File: src/ptsd_pkg.sv
/*
 * Package for the PWM time base sync select, special event postscaler
 * and per-channel dead-time register block.
 * Assumes an APB slave with 32-bit data and word-aligned registers.
 */
package ptsd_pkg;
   // Register byte offsets
   localparam logic [7:0] PTSD_OFS_CTRL = 8'h00;
   localparam logic [7:0] PTSD_OFS_STAT = 8'h04;
   localparam logic [7:0] PTSD_OFS_DT0 = 8'h10;
   localparam int PTSD_CH_STRIDE = 4;
   // Control field positions
   localparam int PTSD_EN_BIT = 15;
   localparam int PTSD_SRC_LSB = 4;
   localparam int PTSD_SRC_W = 3;
   localparam int PTSD_PS_LSB = 0;
   localparam int PTSD_PS_W = 4;
   localparam int PTSD_DT_W = 14;
   localparam logic [15:0] PTSD_CTRL_RST = 16'h0000;
   localparam logic [13:0] PTSD_DT_RST = 14'h0000;

   typedef enum logic [2:0] {
      PTSD_SRC_EXT = 3'h0,
      PTSD_SRC_RSV1 = 3'h1,
      PTSD_SRC_TG16 = 3'h2,
      PTSD_SRC_TG17 = 3'h3,
      PTSD_SRC_RSV4 = 3'h4,
      PTSD_SRC_RSV5 = 3'h5,
      PTSD_SRC_RSV6 = 3'h6,
      PTSD_SRC_RSV7 = 3'h7
   } ptsd_src_t;

   typedef struct packed {
      logic time_base_enable;
      ptsd_src_t sync_source_select;
      logic [3:0] special_trigger_postscale;
   } ptsd_ctrl_t;

   typedef struct packed {
      logic external_sync_input;
      logic trigger_gen_output_16;
      logic trigger_gen_output_17;
   } ptsd_sync_in_t;
endpackage : ptsd_pkg

File: src/ptsd_timebase.sv
/*
 * Time base sync select, special event postscaler and dead-time regs.
 * Assumes an APB master on pclk; sync inputs are asynchronous pins.
 */
// The register offsets and the APB slave port were decided locally.
// Function
// Code 000 selects external sync input
// Codes 010/011 select generator outputs 16/17
// Postscaler 1111 triggers every sixteenth match
// Code 0000 triggers every match (1:1)
// Software changes fields only when disabled
// Software sets period above sync period
// Dead-time holds 14 RW bits, upper zero
// Dead-time is unsigned count to unit
// Trigger one cycle; count clears when disabled
`timescale 1ns/10ps
`default_nettype none
module ptsd_timebase
   import ptsd_pkg::*;
#(
   parameter int NUM_CH = 3
) (
   input wire logic pclk,
   input wire logic presetn,
   input wire logic psel,
   input wire logic penable,
   input wire logic pwrite,
   input wire logic [7:0] paddr,
   input wire logic [31:0] pwdata,
   output logic [31:0] prdata,
   output logic pready,
   output logic pslverr,
   input wire ptsd_sync_in_t sync_in,
   input wire logic compare_match,
   output logic time_base_sync,
   output logic special_trigger,
   output logic time_base_enable,
   output logic [NUM_CH*PTSD_DT_W-1:0] dead_time
);
   ptsd_ctrl_t ctrl_r;
   ptsd_ctrl_t ctrl_nxt;
   logic [PTSD_DT_W-1:0] dt_r [NUM_CH];
   logic [PTSD_DT_W-1:0] dt_nxt [NUM_CH];
   logic [2:0] s1_r, s2_r, s3_r;
   logic [2:0] sv_r, sv_nxt;
   logic sync_sel;
   logic sync_d_r;
   logic sync_p_r, sync_p_nxt;
   logic [31:0] rd_r, rd_nxt;
   logic wr_en, rd_en, hit;
   logic [PTSD_PS_W-1:0] ps_count;

   assign wr_en = psel && penable && pwrite;
   assign rd_en = psel && !penable && !pwrite;

   // Address decode
   always_comb begin
      hit = (paddr == PTSD_OFS_CTRL) || (paddr == PTSD_OFS_STAT);
      for (int i = 0; i < NUM_CH; i++) begin
         if (paddr == PTSD_OFS_DT0 + 8'(i * PTSD_CH_STRIDE)) begin
            hit = 1'b1;
         end
      end
   end

   assign pready = 1'b1;
   assign pslverr = psel && penable && !hit;

   // Register writes
   always_comb begin
      ctrl_nxt = ctrl_r;
      for (int i = 0; i < NUM_CH; i++) begin
         dt_nxt[i] = dt_r[i];
      end
      if (wr_en && paddr == PTSD_OFS_CTRL) begin
         ctrl_nxt.time_base_enable = pwdata[PTSD_EN_BIT];
         ctrl_nxt.sync_source_select =
            ptsd_src_t'(pwdata[PTSD_SRC_LSB +: PTSD_SRC_W]);
         ctrl_nxt.special_trigger_postscale =
            pwdata[PTSD_PS_LSB +: PTSD_PS_W];
      end
      for (int i = 0; i < NUM_CH; i++) begin
         if (wr_en && paddr == PTSD_OFS_DT0 + 8'(i * PTSD_CH_STRIDE)) begin
            dt_nxt[i] = pwdata[PTSD_DT_W-1:0];
         end
      end
   end

   // Read data
   always_comb begin
      rd_nxt = rd_r;
      if (rd_en) begin
         rd_nxt = 32'h0000_0000;
         if (paddr == PTSD_OFS_CTRL) begin
            rd_nxt[PTSD_EN_BIT] = ctrl_r.time_base_enable;
            rd_nxt[PTSD_SRC_LSB +: PTSD_SRC_W] = ctrl_r.sync_source_select;
            rd_nxt[PTSD_PS_LSB +: PTSD_PS_W] =
               ctrl_r.special_trigger_postscale;
         end else if (paddr == PTSD_OFS_STAT) begin
            rd_nxt[PTSD_PS_LSB +: PTSD_PS_W] = ps_count;
            rd_nxt[PTSD_SRC_LSB +: PTSD_SRC_W] = sv_r;
         end
         for (int i = 0; i < NUM_CH; i++) begin
            if (paddr == PTSD_OFS_DT0 + 8'(i * PTSD_CH_STRIDE)) begin
               rd_nxt[PTSD_DT_W-1:0] = dt_r[i];
            end
         end
      end
   end

   always_ff @(posedge pclk or negedge presetn) begin
      if (!presetn) begin
         ctrl_r.time_base_enable <= PTSD_CTRL_RST[PTSD_EN_BIT];
         ctrl_r.sync_source_select <=
            ptsd_src_t'(PTSD_CTRL_RST[PTSD_SRC_LSB +: PTSD_SRC_W]);
         ctrl_r.special_trigger_postscale <=
            PTSD_CTRL_RST[PTSD_PS_LSB +: PTSD_PS_W];
         rd_r <= 32'h0000_0000;
         for (int i = 0; i < NUM_CH; i++) begin
            dt_r[i] <= PTSD_DT_RST;
         end
      end else begin
         ctrl_r <= ctrl_nxt;
         rd_r <= rd_nxt;
         for (int i = 0; i < NUM_CH; i++) begin
            dt_r[i] <= dt_nxt[i];
         end
      end
   end

   assign prdata = rd_r;

   // Sync input synchronisers, three stages; stages 2 and 3 agree
   always_comb begin
      sv_nxt = sv_r;
      for (int b = 0; b < 3; b++) begin
         if (s2_r[b] == s3_r[b]) begin
            sv_nxt[b] = s3_r[b];
         end
      end
   end

   always_ff @(posedge pclk or negedge presetn) begin
      if (!presetn) begin
         s1_r <= 3'h0;
         s2_r <= 3'h0;
         s3_r <= 3'h0;
         sv_r <= 3'h0;
      end else begin
         s1_r <= sync_in;
         s2_r <= s1_r;
         s3_r <= s2_r;
         sv_r <= sv_nxt;
      end
   end

   // Source select; bit 2 external, 1 output 16, 0 output 17
   always_comb begin
      unique case (ctrl_r.sync_source_select)
         PTSD_SRC_EXT: sync_sel = sv_r[2];
         PTSD_SRC_TG16: sync_sel = sv_r[1];
         PTSD_SRC_TG17: sync_sel = sv_r[0];
         default: sync_sel = 1'b0;
      endcase
   end

   always_comb begin
      sync_p_nxt = ctrl_r.time_base_enable && sync_sel && !sync_d_r;
   end

   always_ff @(posedge pclk or negedge presetn) begin
      if (!presetn) begin
         sync_d_r <= 1'b0;
         sync_p_r <= 1'b0;
      end else begin
         sync_d_r <= sync_sel;
         sync_p_r <= sync_p_nxt;
      end
   end

   assign time_base_sync = sync_p_r;
   assign time_base_enable = ctrl_r.time_base_enable;

   // Dead-time values as unsigned counts, one per channel
   genvar g;
   generate
      for (g = 0; g < NUM_CH; g++) begin : g_dt
         assign dead_time[g*PTSD_DT_W +: PTSD_DT_W] = dt_r[g];
      end
   endgenerate

   ptsd_postscale #(
      .PS_W(PTSD_PS_W)
   ) u_post (
      .pclk(pclk),
      .presetn(presetn),
      .enable(ctrl_r.time_base_enable),
      .ratio(ctrl_r.special_trigger_postscale),
      .compare_match(compare_match),
      .trigger(special_trigger),
      .count(ps_count)
   );

   a_ext_sync_path: assert property (@(posedge pclk)
      disable iff (!presetn)
      ctrl_r.time_base_enable && ctrl_r.sync_source_select == PTSD_SRC_EXT
      && sv_r[2] && !sync_d_r |=> time_base_sync)
      else $error("external sync lost");
   a_rsv_no_sync: assert property (@(posedge pclk)
      disable iff (!presetn)
      ctrl_r.sync_source_select == PTSD_SRC_RSV1 && $stable(ctrl_r)
      |=> !time_base_sync) else $error("reserved code synced");
   a_tg16_sync: assert property (@(posedge pclk)
      disable iff (!presetn)
      ctrl_r.time_base_enable && ctrl_r.sync_source_select == PTSD_SRC_TG16
      && sv_r[1] && !sync_d_r |=> time_base_sync)
      else $error("output 16 sync lost");
   a_tg17_sync: assert property (@(posedge pclk)
      disable iff (!presetn)
      ctrl_r.time_base_enable && ctrl_r.sync_source_select == PTSD_SRC_TG17
      && sv_r[0] && !sync_d_r |=> time_base_sync)
      else $error("output 17 sync lost");
   a_dt_write: assert property (@(posedge pclk)
      disable iff (!presetn)
      wr_en && paddr == PTSD_OFS_DT0 |=> dt_r[0] == $past(pwdata[13:0]))
      else $error("dead-time write lost");
   a_dt_out: assert property (@(posedge pclk)
      disable iff (!presetn)
      wr_en && paddr == PTSD_OFS_DT0
      |=> dead_time[PTSD_DT_W-1:0] == $past(pwdata[PTSD_DT_W-1:0]))
      else $error("dead-time output mismatch");
   c_ext_sync: cover property (@(posedge pclk) disable iff (!presetn)
      time_base_sync && ctrl_r.sync_source_select == PTSD_SRC_EXT);
   c_tg17_sync: cover property (@(posedge pclk) disable iff (!presetn)
      time_base_sync && ctrl_r.sync_source_select == PTSD_SRC_TG17);
endmodule : ptsd_timebase
`default_nettype wire

File: src/ptsd_postscale.sv
/*
 * Special event trigger postscaler.
 * Assumes compare match pulses synchronous to pclk.
 */
`timescale 1ns/10ps
`default_nettype none
module ptsd_postscale
   import ptsd_pkg::*;
#(
   parameter int PS_W = 4
) (
   input wire logic pclk,
   input wire logic presetn,
   input wire logic enable,
   input wire logic [PS_W-1:0] ratio,
   input wire logic compare_match,
   output logic trigger,
   output logic [PS_W-1:0] count
);
   logic [PS_W-1:0] cnt_r;
   logic [PS_W-1:0] cnt_nxt;
   logic trig_r;
   logic trig_nxt;

   always_comb begin
      cnt_nxt = cnt_r;
      trig_nxt = 1'b0;
      if (!enable) begin
         cnt_nxt = '0;
      end else if (compare_match) begin
         if (cnt_r >= ratio) begin
            cnt_nxt = '0;
            trig_nxt = 1'b1;
         end else begin
            cnt_nxt = cnt_r + 1'b1;
         end
      end
   end

   always_ff @(posedge pclk or negedge presetn) begin
      if (!presetn) begin
         cnt_r <= '0;
         trig_r <= 1'b0;
      end else begin
         cnt_r <= cnt_nxt;
         trig_r <= trig_nxt;
      end
   end

   assign trigger = trig_r;
   assign count = cnt_r;

   a_trig_one_cycle: assert property (@(posedge pclk)
      disable iff (!presetn) trig_r |=> !trig_r)
      else $error("trigger wider than one cycle");
   a_cnt_clear_off: assert property (@(posedge pclk)
      disable iff (!presetn) !enable |=> cnt_r == '0)
      else $error("count not cleared");
   a_trig_at_ratio: assert property (@(posedge pclk)
      disable iff (!presetn)
      enable && compare_match && cnt_r == ratio |=> trig_r)
      else $error("missed trigger");
   a_no_trig_early: assert property (@(posedge pclk)
      disable iff (!presetn)
      $rose(trig_r) |-> $past(cnt_r) == $past(ratio))
      else $error("early trigger");
   c_trig_max: cover property (@(posedge pclk) disable iff (!presetn)
      trig_r && ratio == 4'hf);
   c_trig_min: cover property (@(posedge pclk) disable iff (!presetn)
      trig_r && ratio == 4'h0);
endmodule : ptsd_postscale
`default_nettype wire

File: config.mk
export PLATFORM = sky130hd
export DESIGN_NAME = ptsd_timebase
export DESIGN_NICKNAME = d
export VERILOG_FILES = /design/src/ptsd_pkg.sv /design/src/ptsd_timebase.sv /design/src/ptsd_postscale.sv
export SDC_FILE = /design/constraint.sdc
export NUM_CORES = 1
export LEC_CHECK = 0
export BUFFER_PORTS_ARGS = -buffer_cell sky130_fd_sc_hd__buf_2
export CAP_MARGIN = 20
export CORE_UTILIZATION = 47
export DETAILED_ROUTE_END_ITERATION = 10
export HOLD_SLACK_MARGIN = 0.02
export PLACE_DENSITY = 0.75
export SYNTH_ARGS = -nofsm -noshare
export SYNTH_HDL_FRONTEND = slang
export SYNTH_HIERARCHICAL = 1
export SYNTH_SLANG_ARGS = --single-unit
File: constraint.sdc
create_clock -name pclk -period 2.31 [get_ports pclk]
set_input_delay 0.231 -clock pclk [delete_from_list [all_inputs] [get_ports pclk]]
set_output_delay 0.231 -clock pclk [all_outputs]
set_load 0.03 [all_outputs]
==> results list, run 1 <==
* Pin count of the biggest net entering global routing: 44
- CTS root buffer: clkbuf_8
- Htree depth: 3
- FF-to-FF setup slack: 0.52 ns
- CORE AREA: 0.008217 mm2
- The die covers 0.008821 mm2.
- CP Cell Sequence: buf_2 -> buf_4 -> nor4b_1 -> buf_4 -> nand2_1 -> buf_4 -> a21oi_1 -> nor2_1 -> buf_2
* Total routed wire length on the met1 layer: 4046 um
* Overflow after GRT: 0
* TritonCTS sink count: 84
- The number of global-route vias before repair came to 2832.
* IO Count: 128
- Synth Area per Inst: 11.93 um2
- After technology mapping, the gate count stands at 333.
- Crit Path Max Fanout: 16
* Wirelength per Cell: 16.76 um
* Number of nets in the final layout: 495
- Routed signal wires occupy layers up through met4.
- Area taken by flip-flops and latches: 0.002102 mm2
- Mapped Area: 0.003971 mm2
* Warnings from Yosys: 6
- After detailed routing, the number of remaining DRC violations is 0.
- Post-layout instance area: 0.004800 mm2
* Pins Over Slew Limit: 0
- The number of cells on the worst reg-to-reg path is 6.
- Sequential share of the synthesized area: 52.93%
* Post-synth ARST share: 100.0%
* Vias/cell: 5.418
* Met3 Routed Length: 440 um
- STA classifies the critical path endpoint as an output port.
* Cell type of the slowest stage on the worst timing path: nor4b_1
- STA classifies the critical path startpoint as a primary input.
- Across the VDD grid, the largest voltage drop is 0.4117 mV.
- Number of buffers inserted during clock tree synthesis: 9
* Data arrival time at the worst-slack endpoint: 1.69 ns
- Power density over the cells: 604.4 mW/mm2
- After clock tree synthesis, the clock-pin slew on the worst setup and hold paths is 0.09 ns.
- For the worst-skew pair, the clock arrives at the later sink with an insertion delay of 0.35 ns.
- Number of setup buffers added after CTS: 0
- The first global-routing pass estimated 14610 um of wire.
- The repair_antennas step left the layout with diodes totalling 0.
- Once detail routing completed, the nets flagged for antenna violations numbered 0.
- For this configuration, the core starts out at a cell density of 48.33%.
- In the final layout, the multi-input gates occupy 0.001660 mm2.
- Distinct cells, synth: 48
- Setup Slack @ Placement: 0.1898 ns
- Setup repair after global routing left no endpoint under its margin.
* Total Wirelength: 9219 um
* Number of buffer and inverter stages on the critical path: 5
- Adding up every negative setup slack in the final design gives 0 ns.
* FILL cells: 706
* Critical path class: primary input to output port
- Across the run, the number of max-cap violations was 0.
* Total length of routed met2 wires: 4509 um
- The number of antenna violations at the first check in global routing came to 0.
- Before antenna repair, the detailed router went through 4 iterations.
- The flow ran to the end, and the final reports show no timing, DRC or antenna violations.
- After layout, the minimum clock period comes to 1.920 ns.
- The clock arrives with 0.01203 ns of skew.
- The worst hold path begins at pwdata[15].
* Peak Freq: 0.5209 GHz
* Total global-route track usage: 22.28%
- In this run, the number of DRC markers left after iteration 0 of detailed routing was 161.
* Main synth FF type: dfrtp_1
* Vert. Die Dim: 93.92 um
* Count of flip-flops with a built-in enable after synthesis: 0
* Cell area reported after detailed placement: 0.004571 mm2
* Die boundary width: 93.92 um
- Synth Register Bits: 84
- Post-Route Utilization: 58.41%
- TritonCTS built the clock tree.
- In this run the static leakage power is 0.002416 uW.
* Hold Crit Class: primary input to register
- The congestion estimate from routability-driven global placement came to 0.8383.
- In this design, the stage delay of the slowest critical-path cell is 0.30 ns.
* Post-route worst hold slack: 0.1118 ns
- The floorplan has 33 rows.
- RR Startpoint: u_post/count[0]
- The clock passes through at most 2 buffers.
- The worst pin sits at a relative slew slack of 62.28%.
- Reg-to-reg critical path endpoint: u_post/count[1]
* Final hold violations: 0
- Top delay family on crit path: buffers and inverters
- Setup violations remaining at the end of the flow were counted as 0.
- Setup slack on the critical path of the routed design comes to 0.3901 ns.
* Hold Crit Depth: 2
- Total via count after detailed routing: 2980
- Relative to the synthesized area, the layout overhead comes to 20.86%.
* HPWL after detailed placement: 6749 um
* Share of post-route cells with drive strength above 1: 41.57%
* Worst Hold Path EP: time_base_enable
* Post-route clock period utilization: 83.11%
- Transition at the pin with the smallest max-transition slack: 0.5637 ns
- Count of buffers inserted at the top-level ports: 92
* Cell seen most often among critical-path stages: buf_4
- Data on the critical path is required at its endpoint by 2.08 ns.
Yosys cell counts (8+ instances only):
master | instances | area, um2
mux2_2 | 49 | 551.8
nor3_1 | 16 | 80.08
inv_1 | 11 | 41.29
a21oi_1 | 15 | 75.07
nand2_1 | 16 | 60.06
nor2_1 | 21 | 78.83
o21ai_0 | 9 | 45.04
nand2b_1 | 8 | 50.05
buf_4 | 21 | 157.7
dfrtp_1 | 84 | 2102
registers in the layout, indices dropped and copies added, names as in the netlist, 3 cells and up:
| register | cells |
|---|---|
| s2_r | 3 |
| dead_time | 42 |
| s3_r | 3 |
| ctrl_r | 7 |
| u_post/count | 4 |
| s1_r | 3 |
| prdata | 15 |
| sv_r | 3 |
power by group:
group / internal (uW) / switching (uW)
Combinational: 104 / 231
Sequential: 1520 / 32.9
Clock: 495 / 521
Total: 2120 / 784
worst max-delay path by stage:
stage / startpoint / to / slack (ns) / depth (start not counted)
after global placement: paddr[7] / dead_time[24] / 0.23 / 6
after detailed placement: paddr[7] / dead_time[25] / 0.19 / 6
after CTS: paddr[4] / pslverr / 0.39 / 9
final: paddr[4] / pslverr / 0.39 / 9
after floorplan: paddr[4] / dead_time[18] / 0.40 / 6
after global routing: paddr[4] / pslverr / 0.23 / 9
timing repair:
action                                 in CTS  in global routing
endpoints found under the hold margin      44                  0
hold buffers                                4                  0
gates resized for setup                     0                  0
area by class of cell:
type / count / area share, %
Inverter: 11 / 0.8603
Tap cell: 105 / 2.737
Multi-Input combinational cell: 221 / 34.59
Timing Repair Buffer: 114 / 14.08
Sequential cell: 84 / 43.80
Clock buffer: 9 / 2.581
Clock inverter: 6 / 1.356
logic make-up (layout without fill, tap and decap cells):
group	after synthesis	count (layout)	synth area share, %
simple gates	85	85	12.57
flops	84	84	52.93
compound gates	57	57	10.27
mux	53	53	14.93
buf+inv	44	140	6.774
fa+ha+maj	8	8	2.331
other cells	2	18	0.1891
per-layer routing:
metal	global-route usage, %	vias up
met2	34.61	109
li1	-	1375
met4	9.872	0
met5	0	-
met1	30.28	1480
met3	4.369	16
metrics by stage:
step	instances	total power (uW)
final	550	2901
after global routing	550	3017
after CTS	550	2924
after detailed placement	531	1910
after global placement	531	1902
after floorplan	349	1796
cell usage in the layout, fill, tap and decap left out, types with 4 or more instances in the layout:
cell            n
o32ai_1         5
nor3_1         16
nand2_1        16
dfrtp_1        84
dlygate4sd3_1   4
nor2_1         21
mux2_2         49
buf_2          91
buf_4          16
a21oi_1        15
clkbuf_8        9
o21ai_0         9
a221oi_1        7
conb_1         18
inv_1          11
nand2b_1        8
a22o_1          7
ha_1            5
(Power assumes the default switching activity.)
==> inputs of run 2 (changes only) <==
--- a/config.mk
+++ b/config.mk
@@ -7,10 +7,10 @@
 export LEC_CHECK = 0
 export BUFFER_PORTS_ARGS = -buffer_cell sky130_fd_sc_hd__buf_2
 export CAP_MARGIN = 20
-export CORE_UTILIZATION = 47
+export CORE_UTILIZATION = 46
 export DETAILED_ROUTE_END_ITERATION = 10
 export HOLD_SLACK_MARGIN = 0.02
-export PLACE_DENSITY = 0.75
+export PLACE_DENSITY = 0.76
 export SYNTH_ARGS = -nofsm -noshare
 export SYNTH_HDL_FRONTEND = slang
 export SYNTH_HIERARCHICAL = 1
==> constraint.sdc (replaced) <==
create_clock -name pclk -period 1.66 [get_ports pclk]
set_input_delay 0.166 -clock pclk [delete_from_list [all_inputs] [get_ports pclk]]
set_output_delay 0.166 -clock pclk [all_outputs]
set_load 0.03 [all_outputs]
==> results list, run 2 (synthesis gave the netlist of run 1 again) <==
- Result of the run: complete, no violations (unchanged)
- Total Wirelength: 9771 um (was 9219 um)
- The clock transition at the registers of the reported paths was 0.08 ns (was 0.09 ns).
- Via count of the first global-routing pass: 2997 (was 2832)
* TritonCTS sink count: 84 (unchanged)
- The clock group share of total power came to 32.0% (was 35.0%).
- RR Startpoint: u_post/count[0] (unchanged)
* Number of cells traversed by the worst register-to-register path: 6 (unchanged)
- The chip height was 94.92 um (was 93.92 um).
- Data arrival time at the worst-slack endpoint: 1.44 ns (was 1.69 ns)
* Antenna violations before repair: 0 (unchanged)
- Signed area change from the synthesized netlist to the final layout: 29.17% (was 20.86%)
- Switching Fraction: 27.42% (was 27.02%)
- The post-route clock skew came to 0.008497 ns (was 0.01203 ns).
- Vias/cell: 5.425 (was 5.418)
* Pins Over Slew Limit: 0 (unchanged)
- The combinational share of power was 13.1% (was 11.5%).
- CP Cell Sequence: buf_2 -> buf_4 -> or3_1 -> buf_4 -> a21oi_2 -> nor2_1 -> buf_2 (was buf_2 -> buf_4 -> nor4b_1 -> buf_4 -> nand2_1 -> buf_4 -> a21oi_1 -> nor2_1 -> buf_2).
* Worst vdd rail ir drop: 0.4793 mV (was 0.4117 mV)
- Die footprint: 0.009009 mm2 (was 0.008821 mm2)
- The worst hold path startpoint was pwdata[15] (unchanged).
- Top delay family on crit path: buffers and inverters (unchanged)
* Number of nets in the final layout: 527 (was 495)
* Cell type of the slowest stage on the worst timing path: or3_1 (was nor4b_1)
- Unrepaired setup endpoints after global routing: yes (was no)
* DR pass1 iterations: 5 (was 4)
- The data required time at the worst endpoint came to 1.49 ns (was 2.08 ns).
- Number of core rows: 33 (unchanged)
- The buffer cell driving the clock tree root is clkbuf_8 (unchanged).
* Count of buffers inserted at the top-level ports: 92 (unchanged)
- Wirelength per Cell: 16.82 um (was 16.76 um)
- Overflow after GRT: 0 (unchanged)
- Proportion of power drawn by flip-flops and latches: 54.9% (was 53.4%)
- Number of buffer and inverter stages on the critical path: 4 (was 5)
- Transition at the pin with the smallest max-transition slack: 0.6464 ns (was 0.5637 ns)
* HPWL after detailed placement: 7277 um (was 6749 um)
- The final hold violation count is 0 (unchanged).
- Hold Crit Depth: 2 (unchanged)
* Htree depth: 3 (unchanged)
* Highest-count cells in the layout ignoring fill and taps: buf_2 (91), dfrtp_1 (84), buf_4 (45) (was buf_2 (91), dfrtp_1 (84), mux2_2 (49))
* Number of flip-flops under the largest register name: 42 (unchanged)
- The logic depth of the worst path, buffers included was 7 (was 9).
* Hold Crit Class: primary input to register (unchanged)
- The count of antenna-violating nets left after detailed routing is 0 (unchanged).
- Share of post-route cells with drive strength above 1: 46.64% (was 41.57%)
* Crit Path Max Fanout: 11 (was 16)
- The total track usage came to 22.82% (was 22.28%).
* Number of buffers on the longest clock path: 2 (unchanged)
* GP Congestion: 0.8765 (was 0.8383)
- The minimum setup slack among reg-to-reg paths is 0.05 ns (was 0.52 ns).
- Power density over the cells: 767.1 mW/mm2 (was 604.4 mW/mm2)
* Peak Freq: 0.6207 GHz
* Slew headroom: 55.80% (was 62.28%)
* Worst setup startpoint: paddr[7] (was paddr[4])
* Effective utilization at floorplan: 47.85% (was 48.33%)
* TritonCTS clock tree: yes (unchanged)
* Total negative slack: 0 ns (unchanged)
- Antenna cell count: 0 (unchanged)
- The kind of critical path is primary input to output port (unchanged).
* Clock period minus worst slack: 1.611 ns
- The net switching power is 1079 uW (was 783.9 uW).
- The stage delay of the slowest cell on the critical path was 0.46 ns (was 0.30 ns).
- The number of DRC violations after detailed-routing iteration 0 came to 185 (was 161).
* CORE AREA: 0.008299 mm2 (was 0.008217 mm2)
- Kind of launch point of the worst setup path: primary input (unchanged)
* Number of buffers inserted during clock tree synthesis: 9 (unchanged)
* Leakage component of the power: 0.002579 uW (was 0.002416 uW)
- Pin count of the biggest net entering global routing: 45 (was 44)
- The number of design rule violations left after detail routing was 0 (unchanged).
* Post-route clock period utilization: 97.05%
* Sort of element at the end of the critical path: output port (unchanged)
* Count of max-cap constraint violations: 0 (unchanged)
- The number of vias in the routed layout was 3152 (was 2980).
* First-pass GRT wire length: 15330 um (was 14610 um)
- The I/O pin count was 128 (unchanged).
* # setup viols final: 0 (unchanged)
- The die width is 94.92 um (was 93.92 um).
* Clock latency reported for the late side of the worst-skew pair: 0.35 ns (about the same)
- The most common cell after layout, fill and taps aside is buf_2 (unchanged).
* Post-Route Utilization: 61.81% (was 58.41%)
- Cell internal power dissipation: 2856 uW (was 2117 uW)
-- run 2: changes by cell type in the layout (fill, tap and decap cells not counted), sizes merged --
cell,change
bufinv,-1
buf,+32
clkbuf,+1
inv,-1
clkinvlp,+2
clkinv,-2
-- run 2: layout make-up --
class / instances / area, um2
fillers: 649 / 3169
clock inverters: 4 / 27.53
inverters: 11 / 41.29
clock buffers: 10 / 137.6
well taps: 105 / 131.4
repair buffers: 146 / 944.7
multi-input cells: 221 / 1745
flip-flops and latches: 84 / 2102
-- run 2: layer usage --
layer  GRT usage, %  wire length, um  up-vias
met1          31.39             4378     1565
met5              0                0        -
li1               -                -     1444
met4          7.828              183        0
met3          5.072              625       17
met2          35.61             4584      126
-- run 2: worst register-to-register path, stage by stage, from the launching register on --
cell	delay, ns
dfrtp_1	0.39
inv_2	0.08
ha_4	0.19
nand2b_4	0.14
a2111oi_4	0.46
o211ai_1	0.15
a21boi_1	0.14
-- run 2: metrics by stage --
stage               total power (uW)  hold WS, ns  setup WS, ns  std cells  area, um2
floorplan                       2509      -0.1296       -0.1220        349       4121
global placement                2693      0.05601       -0.1916        560       4876
detailed placement              2704      0.05951       -0.2200        560       4876
CTS                             3965      0.04397       0.01364        578       5091
global route                    4104      0.05146      -0.02693        581       5130
finish                          3935      0.04940       0.04903        581       5130
-- run 2: path summary, 6_finish.rpt --
path,to
max,pslverr
min,time_base_enable
max reg2reg,u_post/count[1]
min reg2reg,s2_r[0]
max in group asynchronous,prdata[3]
min in group asynchronous,sv_r[1]
-- run 2: power groups by stage --
| stage | Clock, uW | Sequential (uW) | Combinational (uW) |
|---|---|---|---|
| after floorplan | 0 | 2270 | 234 |
| after global placement | 0 | 2200 | 494 |
| after detailed placement | 0 | 2200 | 505 |
| after CTS | 1290 | 2160 | 516 |
| after global routing | 1380 | 2170 | 559 |
| final | 1260 | 2160 | 515 |
-- run 2: timing repair --
action                                  CTS  global route
pin swaps                                 2             4
setup buffers                             0             3
endpoints found under the hold margin    65             0
hold buffers                              4             0
endpoints found under the setup margin    2             4
resized for setup                         2             4
==> inputs of run 3 (changes only) <==
--- a/config.mk
+++ b/config.mk
@@ -10,7 +10,7 @@
 export CORE_UTILIZATION = 46
 export DETAILED_ROUTE_END_ITERATION = 10
 export HOLD_SLACK_MARGIN = 0.02
-export PLACE_DENSITY = 0.76
+export PLACE_DENSITY = 0.77
 export SYNTH_ARGS = -nofsm -noshare
 export SYNTH_HDL_FRONTEND = slang
 export SYNTH_HIERARCHICAL = 1
==> results list, run 3 (synthesis gave the netlist of run 1 again) <==
* Vias/cell: 5.448 (was 5.425)
* Leakage component of the power: 0.002597 uW (was 0.002579 uW)
* Crit path capture: u_post/count[2] (was pslverr)
- The number of buffers created by CTS came to 9 (unchanged).
* Number of buffers on the longest clock path: 2 (unchanged)
- Cell type of the slowest stage on the worst timing path: a2111oi_4 (was or3_1)
- The count of antenna-violating nets left after detailed routing was 0 (unchanged).
* Count of max-cap constraint violations: 0 (unchanged)
- Clock latency reported for the late side of the worst-skew pair: 0.36 ns (was 0.35 ns)
- The flip-flop count of the largest register, all copies and words added came to 42 (unchanged).
* FILL cells: 657 (was 649)
* Count of buffers inserted at the top-level ports: 92 (unchanged)
- The max-slew headroom at the worst pin came to 63.41% (was 55.80%).
- Total global-route track usage: 23.86% (was 22.82%)
* CP Cell Sequence: ha_4 -> nand2b_4 -> a2111oi_4 -> o21ai_0 -> a21boi_1 (was buf_2 -> buf_4 -> or3_1 -> buf_4 -> a21oi_2 -> nor2_1 -> buf_2)
- Antenna violations before repair: 0 (unchanged)
- The number of placement rows was 33 (unchanged).
- Via count of the first global-routing pass: 3043 (was 2997)
- The clock transition at the registers of the reported paths came to 0.09 ns (was 0.08 ns).
- The number of design rule violations left after detail routing is 0 (unchanged).
- Total via count after detailed routing: 3176 (was 3152)
* Critical path class: register to register (was primary input to output port)
* Number of buffer and inverter stages on the critical path: 0 (was 4)
- Post-route clock period utilization: 97.46% (was 97.05%)
- The critical register-to-register path endpoint is u_post/count[2] (was u_post/count[1]).
* Post-Route Utilization: 62.20% (was 61.81%)
* Worst vdd rail ir drop: 0.5467 mV (was 0.4793 mV)
- Final hold violations: 0 (unchanged)
- The critical path launch point is ctrl_r[0] (was paddr[7]).
* Critical path required time: 1.95 ns (was 1.49 ns)
* Pins Over Slew Limit: 0 (unchanged)
* Effective utilization at floorplan: 47.85% (unchanged)
* CTS root buffer: clkbuf_8 (unchanged)
- The sum of negative setup slack was 0 ns (unchanged).
- The worst hold path startpoint was pwdata[10] (was pwdata[15]).
* Footprint of the multi-input gates: 0.001754 mm2 (was 0.001745 mm2)
- The final weighted congestion in routability-driven placement came to 0.8477 (was 0.8765).
- Final non-filler cell total: 583 (was 581)
- The final critical path time including I/O delays and setup was 1.618 ns (was 1.611 ns).
- Top delay family on crit path: compound AO/OA/AOI/OAI gates (was buffers and inverters)
* Slowest stage delay, CP: 0.45 ns (was 0.46 ns)
* TritonCTS clock tree: yes (unchanged)
- Kind of launch point of the worst setup path: register (was primary input)
* TritonCTS sink count: 84 (unchanged)
- Total Wirelength: 10020 um (was 9771 um)
* Setup Slack @ Placement: -0.2008 ns (was -0.2200 ns)
* Area taken by flip-flops and latches: 0.002102 mm2 (unchanged)
* Commonest non-fill, non-tap cell in the layout: buf_2 (unchanged)
* IO Count: 128 (unchanged)
- Sort of element at the end of the critical path: register (was output port)
- Signed area change from the synthesized netlist to the final layout: 29.99% (was 29.17%)
- Final worst-path setup slack: 0.04222 ns (was 0.04903 ns)
- The number of detailed-routing iterations run before antenna repair is 5 (unchanged).
- Number of nets in the final layout: 527 (unchanged)
* Antenna cell count: 0 (unchanged)
- Htree depth: 3 (unchanged)
* Power density over the cells: 805.5 mW/mm2 (was 767.1 mW/mm2)
* Wirelength per Cell: 17.18 um (was 16.82 um)
- RR Startpoint: ctrl_r[0] (was u_post/count[0])
- The first-pass GRT wire length is 15680 um (was 15330 um).
* Cell Count Post-Placement: 560 (unchanged)
- The arrival time of the worst setup path was 1.91 ns (was 1.44 ns).
* Result of the run: complete, no violations (unchanged)
- Highest-count cells in the layout ignoring fill and taps: buf_2 (90), dfrtp_1 (84), buf_4 (47) (was buf_2 (91), dfrtp_1 (84), buf_4 (45)).
* HPWL after detailed placement: 7343 um (was 7277 um)
- Iteration-0 DRC Markers: 228 (was 185)
* Die boundary width: 94.92 um (unchanged)
- Transition at the pin with the smallest max-transition slack: 0.5489 ns (was 0.6464 ns)
- The class of the tightest hold or removal check was primary input to register (unchanged).
* # setup viols final: 0 (unchanged)
* Die footprint: 0.009009 mm2 (unchanged)
- Logic depth of the worst path, buffers included: 5 (was 7)
- Vert. Die Dim: 94.92 um (unchanged)
* Crit Path Max Fanout: 5 (was 11)
* Number of cells traversed by the worst register-to-register path: 5 (was 6)
- The highest attainable clock frequency is 0.6181 GHz (was 0.6207 GHz).
- Unrepaired setup endpoints after global routing: yes (unchanged).
- Overflow after GRT: 0 (unchanged)
- Worst clock skew on the final layout: 0.007756 ns (was 0.008497 ns)
- The final worst hold slack is 0.05336 ns (was 0.04940 ns).
* FF-to-FF setup slack: 0.04 ns (was 0.05 ns)
* Pin count of the biggest net entering global routing: 43 (was 45)
* CORE AREA: 0.008299 mm2 (unchanged)
- Share of post-route cells with drive strength above 1: 46.65% (was 46.64%)
## run 3: power by group
part           switching, uW  internal (uW)
registers               48.5           2110
logic                    343            187
clock network            767            702
## run 3: through the flow
step | area [um2] | total power [uW]
after floorplan | 4121 | 2509
after global placement | 4863 | 2696
after detailed placement | 4863 | 2711
after CTS | 5124 | 4182
after global routing | 5162 | 4330
final | 5162 | 4158
## run 3: what timing repair did
item                       in CTS  in global routing
setup endpoints to repair       2                  4
pin swaps                       1                  4
gates resized for setup         2                  5
hold buffers                    5                  0
buffers inserted                0                  2
hold endpoints to repair       42                  0
## run 3: cell type report
class / instances / area share, %
repair buffers: 146 / 18.08
flip-flops and latches: 84 / 40.72
well taps: 105 / 2.545
inverters: 11 / 0.7998
clock buffers: 9 / 2.399
multi-input cells: 221 / 33.98
clock inverters: 7 / 1.478
## run 3: layer usage
layer | vias up | track usage [%] | part of all wire (%)
met5 | - | 0 | 0
met4 | 0 | 9.343 | 2.0
li1 | 1441 | - | -
met2 | 152 | 39.15 | 49
met3 | 19 | 3.623 | 5.8
met1 | 1564 | 31.77 | 44
## run 3: how the worst min path moves through the flow
stage / endpoint / slack (ns) / depth (start not counted)
floorplan: ctrl_r[0] / -0.13 / 0
global placement: dead_time[34] / 0.18 / 1
detailed placement: s1_r[1] / 0.19 / 1
CTS: dead_time[24] / 0.04 / 2
global route: dead_time[24] / 0.05 / 2
finish: dead_time[24] / 0.05 / 2
## run 3: worst reg2reg max path, cell delays in order, from the launching register on
cell and delay, ns:
dfrtp_1 0.43, ha_4 0.25, nand2b_4 0.14, a2111oi_4 0.45, o21ai_0 0.15, a21boi_1 0.13
